### src/adfpm_defines.vh
// Constants for the decimation filter, high-pass stage and power-on mute
`ifndef ADFPM_DEFINES_VH
`define ADFPM_DEFINES_VH

// =====================================================================
// Datapath
// =====================================================================
`define ADFPM_DW          24
`define ADFPM_ACC_W       32
`define ADFPM_HPF_SHIFT   11
`define ADFPM_ZERO_WORD   24'h000000
`define ADFPM_ZERO_ACC    32'h00000000

// =====================================================================
// Rate classes
// =====================================================================
`define ADFPM_RATE_SINGLE 2'h0
`define ADFPM_RATE_DUAL   2'h1
`define ADFPM_RATE_QUAD   2'h2

`define ADFPM_RATIO_SINGLE 3'h7
`define ADFPM_RATIO_DUAL   3'h3
`define ADFPM_RATIO_QUAD   3'h1

`define ADFPM_GAIN_SINGLE 5
`define ADFPM_GAIN_DUAL   4
`define ADFPM_GAIN_QUAD   3

// =====================================================================
// Power-on mute timing
// =====================================================================
`define ADFPM_MCLK_PER_FS   8'hFF
`define ADFPM_MUTE_SAMPLES  6'h1F
`define ADFPM_DIV_ZERO      8'h00
`define ADFPM_CNT_ZERO      6'h00

`endif

### src/adfpm_hpf.v
// First-order DC-removing high-pass stage with bypass
`timescale 1ns/1ps
`include "adfpm_defines.vh"

module adfpm_hpf (
    input  wire                     sys_clk,
    input  wire                     rst,
    input  wire                     hpf_en,
    input  wire                     in_valid,
    input  wire [`ADFPM_DW-1:0]     in_data,
    output wire                     out_valid,
    output wire [`ADFPM_DW-1:0]     out_data
);

    reg  [`ADFPM_DW-1:0] x_prev_ff;
    reg  [`ADFPM_DW-1:0] y_prev_ff;
    reg  [`ADFPM_DW-1:0] out_ff;
    reg                  out_valid_ff;
    reg  [`ADFPM_DW+1:0] nxt_y;
    wire [`ADFPM_DW+1:0] x_ext;
    wire [`ADFPM_DW+1:0] xp_ext;
    wire [`ADFPM_DW+1:0] yp_ext;
    wire [`ADFPM_DW+1:0] yp_leak;
    reg  [`ADFPM_DW-1:0] y_sat;

    assign x_ext   = {{2{in_data[`ADFPM_DW-1]}}, in_data};
    assign xp_ext  = {{2{x_prev_ff[`ADFPM_DW-1]}}, x_prev_ff};
    assign yp_ext  = {{2{y_prev_ff[`ADFPM_DW-1]}}, y_prev_ff};
    assign yp_leak = $signed(yp_ext) >>> `ADFPM_HPF_SHIFT;

    // =================================================================
    // y[n] = x[n] - x[n-1] + y[n-1] - y[n-1]/2^11, corner near 3.7 Hz at 48 kHz
    // =================================================================
    always @* begin
        nxt_y = x_ext - xp_ext + yp_ext - yp_leak;
        if (nxt_y[`ADFPM_DW+1] && nxt_y[`ADFPM_DW-1+:2] != 2'h3) begin
            y_sat = {1'b1, {(`ADFPM_DW-1){1'b0}}};
        end else if (!nxt_y[`ADFPM_DW+1] && nxt_y[`ADFPM_DW-1+:2] != 2'h0) begin
            y_sat = {1'b0, {(`ADFPM_DW-1){1'b1}}};
        end else begin
            y_sat = nxt_y[`ADFPM_DW-1:0];
        end
    end

    always @(posedge sys_clk or posedge rst) begin
        if (rst) begin
            x_prev_ff    <= `ADFPM_ZERO_WORD;
            y_prev_ff    <= `ADFPM_ZERO_WORD;
            out_ff       <= `ADFPM_ZERO_WORD;
            out_valid_ff <= 1'b0;
        end else begin
            out_valid_ff <= in_valid;
            if (in_valid) begin
                x_prev_ff <= in_data;
                // Filter state keeps tracking when bypassed so re-enabling has no step
                y_prev_ff <= y_sat;
                out_ff    <= hpf_en ? y_sat : in_data;
            end
        end
    end

    assign out_valid = out_valid_ff;
    assign out_data  = out_ff;

endmodule

### src/adfpm_top.v
// Decimation filter chain, DC high-pass, serial output with power-on mute
//
// Operation
// The internal reset sequence starts on power-on or core supply power-up with no external reset pin.
// While internal reset is asserted every serial output bit is zero.
// After power-up the serial output stays zero for a further 32 sample periods.
// The mute count is timed from the master clock only, never from the frame clock.
// Single rate uses its own decimation coefficient set with 32/fs group delay class.
// Dual rate uses its own coefficient set with the same passband edge and rejection class.
// Quad rate uses its own shorter coefficient set with the 10/fs delay class.
// The enabled high-pass stage has its -3 dB corner near 3.7 Hz.
// The high-pass stage can be inserted into or removed from the sample path.
// Samples are carried as 24-bit two's complement words.
// Each serial output bit changes only on a falling edge of the bit clock.
// Every reset restarts the mute count from zero and release waits for the full count.
// The rate class selects the coefficient set and decimation ratio together.
`timescale 1ns/1ps
`include "adfpm_defines.vh"

module adfpm_top (
    input  wire                 sys_clk,
    input  wire                 rst,
    input  wire [1:0]           rate_sel,
    input  wire                 hpf_en,
    input  wire                 mod_valid,
    input  wire [`ADFPM_DW-1:0] mod_data,
    input  wire                 bclk_pin,
    input  wire                 lrclk_pin,
    output wire                 sdout,
    output wire                 mute_active,
    output wire                 sample_valid,
    output wire [`ADFPM_DW-1:0] sample_data
);

    // =================================================================
    // Pin synchronisers
    // =================================================================
    reg bclk_s1_ff;
    reg bclk_s2_ff;
    reg bclk_s3_ff;
    reg lrclk_s1_ff;
    reg lrclk_s2_ff;
    reg lrclk_s3_ff;

    always @(posedge sys_clk or posedge rst) begin
        if (rst) begin
            bclk_s1_ff  <= 1'b0;
            bclk_s2_ff  <= 1'b0;
            bclk_s3_ff  <= 1'b0;
            lrclk_s1_ff <= 1'b0;
            lrclk_s2_ff <= 1'b0;
            lrclk_s3_ff <= 1'b0;
        end else begin
            bclk_s1_ff  <= bclk_pin;
            bclk_s2_ff  <= bclk_s1_ff;
            bclk_s3_ff  <= bclk_s2_ff;
            lrclk_s1_ff <= lrclk_pin;
            lrclk_s2_ff <= lrclk_s1_ff;
            lrclk_s3_ff <= lrclk_s2_ff;
        end
    end

    wire bclk_fall = bclk_s3_ff & ~bclk_s2_ff;
    wire lr_edge   = lrclk_s3_ff ^ lrclk_s2_ff;

    // =================================================================
    // Power-on mute counter
    // =================================================================
    reg [7:0] div_ff;
    reg [5:0] smp_cnt_ff;
    reg       mute_ff;

    // rst models the internal power-on detector; no pin can clear mute early
    always @(posedge sys_clk or posedge rst) begin
        if (rst) begin
            div_ff     <= `ADFPM_DIV_ZERO;
            smp_cnt_ff <= `ADFPM_CNT_ZERO;
            mute_ff    <= 1'b1;
        end else if (mute_ff) begin
            if (div_ff == `ADFPM_MCLK_PER_FS) begin
                div_ff <= `ADFPM_DIV_ZERO;
                if (smp_cnt_ff == `ADFPM_MUTE_SAMPLES) begin
                    mute_ff <= 1'b0;
                end else begin
                    smp_cnt_ff <= smp_cnt_ff + 6'h01;
                end
            end else begin
                div_ff <= div_ff + 8'h01;
            end
        end
    end

    // =================================================================
    // Decimation filter: per-rate coefficient set and ratio
    // =================================================================
    function [3:0] coef_of;
        input [1:0] rate;
        input [2:0] tap;
        begin
            case (rate)
                `ADFPM_RATE_DUAL: begin
                    coef_of = (tap == 3'h0 || tap == 3'h3) ? 4'h3 : 4'h5;
                end
                `ADFPM_RATE_QUAD: begin
                    coef_of = 4'h4;
                end
                default: begin
                    case (tap)
                        3'h0, 3'h7: coef_of = 4'h1;
                        3'h1, 3'h6: coef_of = 4'h3;
                        3'h2, 3'h5: coef_of = 4'h5;
                        default:    coef_of = 4'h7;
                    endcase
                end
            endcase
        end
    endfunction

    reg  [1:0]              rate_ff;
    reg  [2:0]              tap_ff;
    reg  [`ADFPM_ACC_W-1:0] acc_ff;
    reg                     dec_valid_ff;
    reg  [`ADFPM_DW-1:0]    dec_data_ff;
    reg  [2:0]              last_tap;
    reg  [`ADFPM_ACC_W-1:0] nxt_acc;
    reg  [`ADFPM_ACC_W-1:0] scaled;
    wire [28:0]             prod;

    assign prod = $signed(mod_data) * $signed({1'b0, coef_of(rate_ff, tap_ff)});

    always @* begin
        nxt_acc = acc_ff + {{3{prod[28]}}, prod};
        case (rate_ff)
            `ADFPM_RATE_DUAL: begin
                last_tap = `ADFPM_RATIO_DUAL;
                scaled   = $signed(nxt_acc) >>> `ADFPM_GAIN_DUAL;
            end
            `ADFPM_RATE_QUAD: begin
                last_tap = `ADFPM_RATIO_QUAD;
                scaled   = $signed(nxt_acc) >>> `ADFPM_GAIN_QUAD;
            end
            default: begin
                last_tap = `ADFPM_RATIO_SINGLE;
                scaled   = $signed(nxt_acc) >>> `ADFPM_GAIN_SINGLE;
            end
        endcase
    end

    always @(posedge sys_clk or posedge rst) begin
        if (rst) begin
            rate_ff      <= `ADFPM_RATE_SINGLE;
            tap_ff       <= 3'h0;
            acc_ff       <= `ADFPM_ZERO_ACC;
            dec_valid_ff <= 1'b0;
            dec_data_ff  <= `ADFPM_ZERO_WORD;
        end else begin
            dec_valid_ff <= 1'b0;
            rate_ff      <= rate_sel;
            if (rate_ff != rate_sel) begin
                // A rate change drops the half-built output word
                tap_ff <= 3'h0;
                acc_ff <= `ADFPM_ZERO_ACC;
            end else if (mod_valid) begin
                if (tap_ff == last_tap) begin
                    tap_ff       <= 3'h0;
                    acc_ff       <= `ADFPM_ZERO_ACC;
                    dec_valid_ff <= 1'b1;
                    dec_data_ff  <= scaled[`ADFPM_DW-1:0];
                end else begin
                    tap_ff <= tap_ff + 3'h1;
                    acc_ff <= nxt_acc;
                end
            end
        end
    end

    // =================================================================
    // High-pass stage
    // =================================================================
    wire                 hpf_valid;
    wire [`ADFPM_DW-1:0] hpf_data;

    adfpm_hpf u_hpf (
        .sys_clk   (sys_clk),
        .rst       (rst),
        .hpf_en    (hpf_en),
        .in_valid  (dec_valid_ff),
        .in_data   (dec_data_ff),
        .out_valid (hpf_valid),
        .out_data  (hpf_data)
    );

    // =================================================================
    // Serial output
    // =================================================================
    reg                 word_valid_ff;
    reg [`ADFPM_DW-1:0] word_ff;
    reg [`ADFPM_DW-1:0] shift_ff;
    reg                 sdout_ff;

    always @(posedge sys_clk or posedge rst) begin
        if (rst) begin
            word_valid_ff <= 1'b0;
            word_ff       <= `ADFPM_ZERO_WORD;
            shift_ff      <= `ADFPM_ZERO_WORD;
            sdout_ff      <= 1'b0;
        end else begin
            word_valid_ff <= hpf_valid;
            if (hpf_valid) begin
                word_ff <= hpf_data;
            end
            if (lr_edge) begin
                // Muted words are loaded as zero so no stale data leaks after release
                shift_ff <= mute_ff ? `ADFPM_ZERO_WORD : word_ff;
            end else if (bclk_fall) begin
                sdout_ff <= mute_ff ? 1'b0 : shift_ff[`ADFPM_DW-1];
                shift_ff <= {shift_ff[`ADFPM_DW-2:0], 1'b0};
            end
        end
    end

    assign sdout        = sdout_ff;
    assign mute_active  = mute_ff;
    assign sample_valid = word_valid_ff;
    assign sample_data  = word_ff;

endmodule

### config.mk
export PLATFORM = sky130hd
export DESIGN_NAME = adfpm_top
export DESIGN_NICKNAME = d
export VERILOG_FILES = /design/src/adfpm_hpf.v /design/src/adfpm_top.v
export VERILOG_INCLUDE_DIRS = /design/src
export SDC_FILE = /design/constraint.sdc
export NUM_CORES = 1
export LEC_CHECK = 0
export ABC_AREA = 1
export BUFFER_PORTS_ARGS = -buffer_cell sky130_fd_sc_hd__buf_2
export CORE_MARGIN = 1
export CORE_UTILIZATION = 64
export CTS_CLUSTER_DIAMETER = 120
export DETAILED_ROUTE_END_ITERATION = 6
export PLACE_DENSITY = 0.79
export SLEW_MARGIN = 20
export SYNTH_ARGS = -nofsm -noshare
export SYNTH_HDL_FRONTEND = slang
export SYNTH_SLANG_ARGS = --single-unit
### constraint.sdc
create_clock -name sys_clk -period 8.2 [get_ports sys_clk]
set_input_delay 1.64 -clock sys_clk [delete_from_list [all_inputs] [get_ports sys_clk]]
set_output_delay 1.64 -clock sys_clk [all_outputs]
set_load 0.05 [all_outputs]
# --- Yosys cells after proc, flatten, opt, wreduce, memory -nomap -nowiden ---
# Index checks and enable logic that the tools add are counted.
op_classes:
  reduce_logical: 14
  mux: 25
  add_sub_neg: 7
  bitwise: 6
  n_eq_ne: 13
  mul: 1
op_table:
  columns: ["operator", "n"]
  rows:
  - ["24-bit two-way mux", 6]
  - ["32-bit two-way mux", 3]
  - ["24-bit one-hot mux with 2 select lines", 1]
  - ["32-bit adder", 1]
  - ["24-bit by 4-bit multiplier with 28-bit output", 1]
  - ["26-bit adder", 1]
  - ["26-bit subtractor", 1]
  - ["24-bit by 24-bit subtractor with 25-bit output", 1]
  - ["3-bit two-way mux", 4]
  - ["3-bit one-hot mux with 2 select lines", 2]
  - ["3-bit equality test (second input constant)", 3]
  - ["3-bit one-hot mux with 3 select lines", 1]
  - ["8-bit by 1-bit adder with 8-bit output (second input constant)", 1]
  - ["8-bit equality test (second input constant)", 1]
  - ["8-bit two-way mux", 1]
  - ["1-bit two-way mux", 7]
  - ["6-bit by 1-bit adder with 6-bit output (second input constant)", 1]
  - ["3-bit by 2-bit equality test with 1-bit output (second input constant)", 2]
  - ["6-bit by 5-bit equality test with 1-bit output (second input constant)", 1]
  - ["3-bit AND reduction", 2]
  - ["2-bit nonzero test", 3]
  - ["2-bit OR reduction", 3]
  - ["1-bit NOT", 4]
  - ["3-bit by 1-bit adder with 3-bit output (second input constant)", 1]
  - ["other kinds (13)", 14]
word_totals:
  word_cells: 88
  reg_bits: 206
  inputBits: 32
  output_inout_bits: 27

# --- Longest topological paths before layout ---
# Gate-level depths: netlist of run 1.
depth:
  depth_word: 9
  mapped_depth: 41
  depth_no_buf: 40

# --- Hierarchy ---
# Synthesis of run 1 repeated with hierarchy kept, for this count alone.
unflattened:
  hier_cells: 2266
  hier_area_um2: 16821.1
by_module_without_submodules:
  columns: ["mod", "cells_per_inst", "area_each_um2", "n_inst", "seq_area_each_um2"]
  rows:
  - ["adfpm_top", 1438, 10537.6, 1, 3254.4]
  - ["adfpm_hpf", 828, 6283.5, 1, 1826.8]

# --- Worst setup path after synthesis of run 1 ---
# OpenSTA, ideal clock, no wires.
synth_path:
  path_kind: "input to register"
  startpoint: "input mod_data[3]"
  endpoint: "register dec_data_ff[21]"
  path_stages: 28
  t_arrival_ps: 5356
  setup_time_ps: 126
  setup_slack_ps: 2718
  required_time_ps: 8074
  path_buffers: 0
  path_cell_list: "inv_1 -> nor2_1 -> ha_1 -> inv_1 -> fa_1 -> inv_1 -> ha_1 -> a21oi_1 -> nand2_1 -> a21oi_1 -> inv_1 -> a21oi_1 -> inv_1 -> a31oi_1 -> xnor2_1 -> ha_1 -> nand2_1 -> inv_1 -> a21oi_1 -> nand2_1 -> a21oi_1 -> nand3_1 -> nand2_1 -> nand2_1 -> nand2_1 -> inv_1 -> nand2_1 -> o21ai_0"
synth_between:
  elab_chain_cells: 3
synth_rtl:
  columns: ["item", "line_no", "rtl"]
  rows:
  - ["from (decl)", "adfpm_top.v:26", "input wire [`ADFPM_DW-1:0] mod_data,"]
  - ["24-bit by 4-bit multiplier with 28-bit output", "adfpm_top.v:129", "assign prod = $signed(mod_data) * $signed({1'b0, coef_of(rate_ff, tap_ff)});"]
  - ["32-bit adder", "adfpm_top.v:132", "nxt_acc = acc_ff + {{3{prod[28]}}, prod};"]
  - ["24-bit one-hot mux with 2 select lines", "adfpm_top.v:133", "case (rate_ff)"]
  - ["to (signal assigned)", "adfpm_top.v:155", "dec_data_ff <= `ADFPM_ZERO_WORD;"]
  - ["to (signal assigned)", "adfpm_top.v:168", "dec_data_ff <= scaled[`ADFPM_DW-1:0];"]
  - ["to (decl)", "adfpm_top.v:123", "reg [`ADFPM_DW-1:0] dec_data_ff;"]
# No other way between the ends.
# A chain may end at the register's enable or synchronous reset.

# --- Worst setup path in the final report of run 1 ---
layout_path:
  startpoint: "register rate_ff[0]"
  endpoint: "register dec_data_ff[19]"
layout_between:
  elab_chain_cells: 5
  word_cells_on_any_way: 11
  classes_between: "add/sub: 1; mul: 1; eq/ne: 4; mux: 3; bitwise: 1; reduce/logical: 1"
layout_rtl:
  columns: ["item", "line_no", "rtl"]
  rows:
  - ["from (decl)", "adfpm_top.v:119", "reg [1:0] rate_ff;"]
  - ["from (signal assigned)", "adfpm_top.v:151", "rate_ff <= `ADFPM_RATE_SINGLE;"]
  - ["from (signal assigned)", "adfpm_top.v:158", "rate_ff <= rate_sel;"]
  - ["2-bit equality test or 2-bit by 1-bit equality test with 1-bit output (tied branches)", "adfpm_top.v:100, adfpm_top.v:133", null]
  - ["3-bit one-hot mux with 2 select lines", "adfpm_top.v:100", "case (rate)"]
  - ["24-bit by 4-bit multiplier with 28-bit output", "adfpm_top.v:129", null]
  - ["32-bit adder", "adfpm_top.v:132", null]
  - ["24-bit one-hot mux with 2 select lines", "adfpm_top.v:133", null]
# Several ways; a longest one is shown, not always the timed one.

==> results of run 1 <==
==> logic make-up after synthesis <==
family          after synthesis  share of synthesized area
flops                       203                      0.293
compound gates              333                      0.109
simple gates               1128                      0.269
mux                          25                     0.0163
buf+inv                     458                      0.105
fa+ha+maj                   194                      0.161
xor+xnor                     91                     0.0460
==> metal layers <==
layer | share of wire | up-vias
met4 | 0.043 | 0
met1 | 0.42 | 7350
met2 | 0.49 | 465
met3 | 0.039 | 105
met5 | 0 | -
li1 | - | 7773
==> worst min-delay path by stage <==
stage	to	depth (start not counted)	slack (ns)	start
final	bclk_s2_ff	0	0.36	bclk_s1_ff
after global routing	bclk_s2_ff	0	0.36	bclk_s1_ff
after CTS	lrclk_s2_ff	0	0.36	lrclk_s1_ff
after detailed placement	lrclk_s2_ff	0	0.34	lrclk_s1_ff
after global placement	bclk_s2_ff	0	0.34	bclk_s1_ff
after floorplan	bclk_s2_ff	0	0.33	bclk_s1_ff
==> cell usage after synthesis (4+ instances only) <==
| library cell | number | area, um2 |
|---|---|---|
| a21o_1 | 10 | 75.1 |
| a21oi_1 | 113 | 566 |
| a31oi_1 | 11 | 68.8 |
| and2_1 | 4 | 25.0 |
| buf_2 | 7 | 35.0 |
| clkbuf_1 | 43 | 161 |
| dfrtp_1 | 202 | 5050 |
| fa_1 | 49 | 981 |
| ha_1 | 145 | 1810 |
| inv_1 | 392 | 1470 |
| inv_2 | 5 | 18.8 |
| mux2_2 | 25 | 282 |
| nand2_1 | 689 | 2590 |
| nand2_2 | 39 | 244 |
| nand3_1 | 107 | 536 |
| nand3_2 | 4 | 40.0 |
| nand3b_1 | 4 | 30.0 |
| nand4_1 | 12 | 75.1 |
| nor2_1 | 225 | 845 |
| nor2_2 | 6 | 37.5 |
| nor3_1 | 22 | 110 |
| nor4_1 | 7 | 43.8 |
| o211ai_1 | 6 | 45.0 |
| o21ai_0 | 115 | 576 |
| o21ai_1 | 21 | 105 |
| o21bai_1 | 11 | 82.6 |
| o221ai_1 | 24 | 210 |
| o22ai_1 | 6 | 37.5 |
| xnor2_1 | 44 | 385 |
| xor2_1 | 47 | 412 |
==> metrics by stage <==
step | instance area, um2 | setup slack (ns) | hold slack (ns)
2_1_floorplan | 17300 | 1.02 | 0.331
3_3_place_gp | 17800 | 1.81 | 0.335
3_5_place_dp | 17800 | 1.72 | 0.340
4_1_cts | 18600 | 1.75 | 0.362
5_1_grt | 18600 | 1.13 | 0.362
6_report | 18600 | 1.67 | 0.358
==> critical path, delay by kind of cell (launching register included) <==
family                     cells  cell delay, ns
AOI/OAI and AO/OA              5            1.02
adders and majority gates      5            1.71
xor gates and xnor gates       1            0.09
DFF                            1            0.41
buffers and inverters          7            1.12
and+or+nand+nor               16            2.02
==> layout make-up <==
type,instances,area [um2]
fill,2230,7670
sequential,203,5080
clock buffer,28,614
tap,335,419
timing repair buffer,72,399
multi-input combinational,1771,10400
clock inverter,14,156
inverter,397,1500
==> sequential cells by signal, indices dropped and copies added (netlist names), 2 cells and up <==
register         cells
u_hpf.y_prev_ff     24
acc_ff              29
tap_ff               3
div_ff               8
u_hpf.out_data      24
u_hpf.x_prev_ff     24
sample_data         24
rate_ff              2
dec_data_ff         24
shift_ff            24
smp_cnt_ff           6
==> impl_metrics.yaml, run 1 <==
synthesis:
  syn_nets: 2658
  synth_seq_area_share: 0.293
  synth_cell_types: 52
  synth_area_um2: 17300
  synth-edff-count: 0
  avgSynthCellArea_um2: 7.12
  syn_inst: 2432
  ys.flop_type: "dfrtp_1"
  synth_warnings: 0
  async_flop_share: 1.00
  ys_seq_elements: 203
sta:
  rsz0062_at_grt: "false"
  max_clock_freq_ghz: 0.153
  min_period_ns: 6.53
  slew_headroom: 0.291
  setup_viol: 0
  final.setup_skew_ns: 0.0161
  finalSetupTns_ns: 0
  period_share: 0.796
  hold_viol: 0
  worstMarginPinSlew_ns: 1.06
  drv_slew: 0
finish:
  antennaDiodeCount: 0
  fin_cells: 2820
  layout_commonest_cell: "nand2_1"
  mostFrequentLayoutCells: "689 x nand2_1, 390 x inv_1, 223 x nor2_1"
  drive_gt1_frac: 0.0829
  utilization: 0.708
  layout.nets: 2694
  area_delta_synth_final_pct: 7.40
global_route:
  antenna_found_initial: 0
  use_met1: 0.404
  grt_max_degree: 125
  busiest_layer: "met2"
  met3_usage: 0.0250
  grt-ovfl-total: 0
  grt_pass1_wl_mm: 74.4
  use_met2: 0.596
  grt_util_all_layers: 0.329
  grt_pass1_vias: 15347
route:
  dr.pass1.iters: 7
  remaining_drc_errors: 3
  vias: 15693
  drt-vias-per-instance: 5.56
  dr.first_iter.drc_count: 1059
  wire_per_inst_um: 16.0
  routed_wl_mm: 45.0
  detail-route-antenna-nets: 0
setup_path:
  path_class: "reg2reg"
  path_max_fanout: 24
  r2r-start: "rate_ff[0]"
  crit_start: "rate_ff[0]"
  end_kind: "flip-flop"
  required_ns: 8.60
  crit_arrival_ns: 6.93
  critPathLaunchType: "flip-flop"
  rrSetupSlack_ns: 1.67
  worstReg2RegEnd: "dec_data_ff[19]"
  slowest_stage: "fa_1"
  crit_path_end: "dec_data_ff[19]"
  max_stage_delay_ns: 0.52
  rr_worst_depth: 34
floorplanning:
  core_area_um2: 26300
  placementRows: 59
  initial_utilization: 0.659
  pin_count: 59
  die_w_um: 167
  dieArea_um2: 27700
  chipHeight_um: 167
run_status:
  status: "complete, but fails checks"
  violations: "design-rule violations"
placement:
  hpwl_mm: 34.5
  dp_cells: 2778
  port_buffers: 58
  routabilityCongestion: 0.995
clock_network:
  htree_levels: 1
  clk_latency_ns: 0.52
  cts_setup_buffers: 0
  cts_buffers: 23
  hold_buffers: 0
  cts_resized: 0
  cts.sinks: 203
  root_buffer: "clkbuf_16"
  clkTransAtPathRegs_ns: 0.06
  cts_buffer_depth: 3
  cts_tree: "done"
worst_hold_path:
  worstHoldPathType: "reg2reg"
job:
  maxCapViolCount: 0
Power of run 1 is not shown: default switching activity piles up to over one toggle a cycle in this logic, so the estimate is an artifact.
==> run 2: changes to the inputs <==
--- a/config.mk
+++ b/config.mk
@@ -6,13 +6,13 @@
 export SDC_FILE = /design/constraint.sdc
 export NUM_CORES = 1
 export LEC_CHECK = 0
-export ABC_AREA = 1
+export ABC_AREA = 0
 export BUFFER_PORTS_ARGS = -buffer_cell sky130_fd_sc_hd__buf_2
 export CORE_MARGIN = 1
-export CORE_UTILIZATION = 64
+export CORE_UTILIZATION = 57
 export CTS_CLUSTER_DIAMETER = 120
 export DETAILED_ROUTE_END_ITERATION = 6
-export PLACE_DENSITY = 0.79
+export PLACE_DENSITY = 0.74
 export SLEW_MARGIN = 20
 export SYNTH_ARGS = -nofsm -noshare
 export SYNTH_HDL_FRONTEND = slang
==> constraint.sdc (replaced) <==
create_clock -name sys_clk -period 5.25 [get_ports sys_clk]
set_input_delay 1.05 -clock sys_clk [delete_from_list [all_inputs] [get_ports sys_clk]]
set_output_delay 1.05 -clock sys_clk [all_outputs]
set_load 0.05 [all_outputs]
==> run 2 against run 1 <==
Critical path type unchanged. The flow finishes with violations (design-rule violations, negative setup slack). Area after synthesis decreased by 12%. Clock skew is 0.015 ns higher. Die area down 1.4%. Wire length fell by 1.2%. Highest routed layer unchanged. Worst setup slack worse by 3.0 ns.
==> impl_metrics.yaml, run 2 <==
finish:
  layout_commonest_cell: "buf_4"
  antennaDiodeCount: 0
  fin_cells: 2328
  fillers: 1609
  drive_gt1_frac: 0.338
  layout.nets: 2203
  area_delta_synth_final_pct: 35.6
  top_register: "acc_ff"
  mostFrequentLayoutCells: "259 x buf_4, 200 x dfrtp_1, 173 x inv_1"
  largest_reg_flops: 29
synthesis:
  ys_seq_elements: 203
  avgSynthCellArea_um2: 9.20
  synth_seq_area_share: 0.334
  async_flop_share: 1.00
  synth-edff-count: 0
  synth_cell_types: 70
  synth_warnings: 0
  yosys-top-cells-area: "dfrtp_1 33%, ha_1 12%, fa_1 6.4%"
  yosysTopAreaCellShare: 0.332
  synth_area_um2: 15200
  synth_common_cells: "202 x dfrtp_1, 182 x inv_1, 145 x ha_1"
  ys.flop_type: "dfrtp_1"
  syn_nets: 1880
  syn_inst: 1654
  synth.most_common_cell: "dfrtp_1"
  yosys.area.top_type: "dfrtp_1"
placement:
  routabilityCongestion: 0.940
  hpwl_mm: 27.1
  pre_cts_slack_ns: -1.33
  port_buffers: 58
  dp_cells: 2224
route:
  dr.first_iter.drc_count: 1222
  wire_per_inst_um: 19.1
  top_layer: "met4"
  routed_wl_mm: 44.5
  wirelength_met1_mm: 17.5
  remaining_drc_errors: 8
  dr.pass1.iters: 7
  detail-route-antenna-nets: 0
  wl_met3_mm: 2.43
  drt-vias-per-instance: 5.94
  route.met2.wl_mm: 22.2
  vias: 13822
run_status:
  violations: "design-rule violations, negative setup slack"
  status: "complete, but fails checks"
setup_path:
  critPathLaunchType: "flip-flop"
  cpMostUsedCell: "buf_4"
  path_max_fanout: 5
  end_kind: "flip-flop"
  crit_arrival_ns: 7.02
  path_buf_inv: 5
  slowest_stage: "fa_2"
  max_stage_delay_ns: 0.45
  path_class: "reg2reg"
  required_ns: 5.69
  crit_family: "compound AO/OA/AOI/OAI gates"
clock_network:
  cts_tree: "done"
  hold_buffers: 0
  cts.sinks: 203
  cts_buffer_depth: 3
  htree_levels: 1
  clkTransAtPathRegs_ns: 0.07
  root_buffer: "clkbuf_16"
  clk_latency_ns: 0.52
  cts_buffers: 22
floorplanning:
  dieArea_um2: 27300
  initial_utilization: 0.582
  chipHeight_um: 165
  placementRows: 59
  pin_count: 59
  die_w_um: 165
  core_area_um2: 26100
worst_hold_path:
  worstHoldPathType: "reg2reg"
sta:
  period_share: 1.25
  fin_ws_ns: -1.32
  hold_slack_ns: 0.352
  max_clock_freq_ghz: 0.152
  final.setup_skew_ns: 0.0307
  slew_headroom: 0.451
  hold_viol: 0
  min_period_ns: 6.57
  worstMarginPinSlew_ns: 0.822
  setup_viol: 88
  drv_slew: 0
  rsz0062_at_grt: "true"
global_route:
  grt-ovfl-total: 0
  antenna_found_initial: 0
  grt_pass1_vias: 13347
  grt_pass1_wl_mm: 65.5
  grt_util_all_layers: 0.301
  grt_max_degree: 106
job:
  maxCapViolCount: 0
-- run 2: final cells by class --
| type | instances | area, um2 | area share |
|---|---|---|---|
| inverter | 184 | 697 | 0.0338 |
| clock inverter | 13 | 136 | 0.00661 |
| clock buffer | 27 | 599 | 0.0291 |
| sequential | 203 | 5080 | 0.247 |
| tap | 335 | 419 | 0.0203 |
| multi-input combinational | 1210 | 10900 | 0.527 |
| timing repair buffer | 356 | 2830 | 0.137 |
-- run 2: kinds of logic (layout without fill, tap and decap cells) --
| family | after synthesis | in the layout | synth area share |
|---|---|---|---|
| flops | 203 | 203 | 0.334 |
| xor+xnor | 101 | 101 | 0.0582 |
| fa+ha+maj | 194 | 194 | 0.184 |
| buf+inv | 242 | 580 | 0.0609 |
| mux | 29 | 29 | 0.0213 |
| compound gates | 470 | 471 | 0.213 |
| simple gates | 415 | 415 | 0.129 |
-- run 2: worst paths after layout --
path / from / endpoint / slack [ns] / depth (start not counted)
worst max-delay path: tap_ff[1] / dec_data_ff[23] / -1.32 / 29
worst min-delay path: bclk_s1_ff / bclk_s2_ff / 0.35 / 0
worst max register to register: tap_ff[1] / dec_data_ff[23] / -1.32 / 29
worst min register to register: bclk_s1_ff / bclk_s2_ff / 0.35 / 0
max in group asynchronous: rst / tap_ff[0] / 3.53 / 3
min in group asynchronous: rst / u_hpf.out_data[8] / 0.69 / 2
-- run 2: metal layers --
layer	up-vias	global-route usage
met2	542	0.541
li1	6445	-
met3	154	0.0260
met1	6681	0.366
met4	0	0.136
met5	-	0
-- run 2: repair_timing --
item	CTS	global route
cloned	8	3
buffers inserted	33	26
gates resized for setup	221	117
endpoints found under the setup margin	89	91
hold endpoints to repair	0	0
pin swaps	151	83
-- run 2: per-stage QoR --
stage,cell area [um2],utilization,setup TNS (ns)
5_1_grt,20600,0.789,-63.77
6_report,20600,0.789,-46.04
3_5_place_dp,17600,0.673,-49.17
4_1_cts,19800,0.758,-33.13
2_1_floorplan,15300,-,-15.84
3_3_place_gp,17600,0.673,-36.29
Power of run 2 is left out for the same reason.
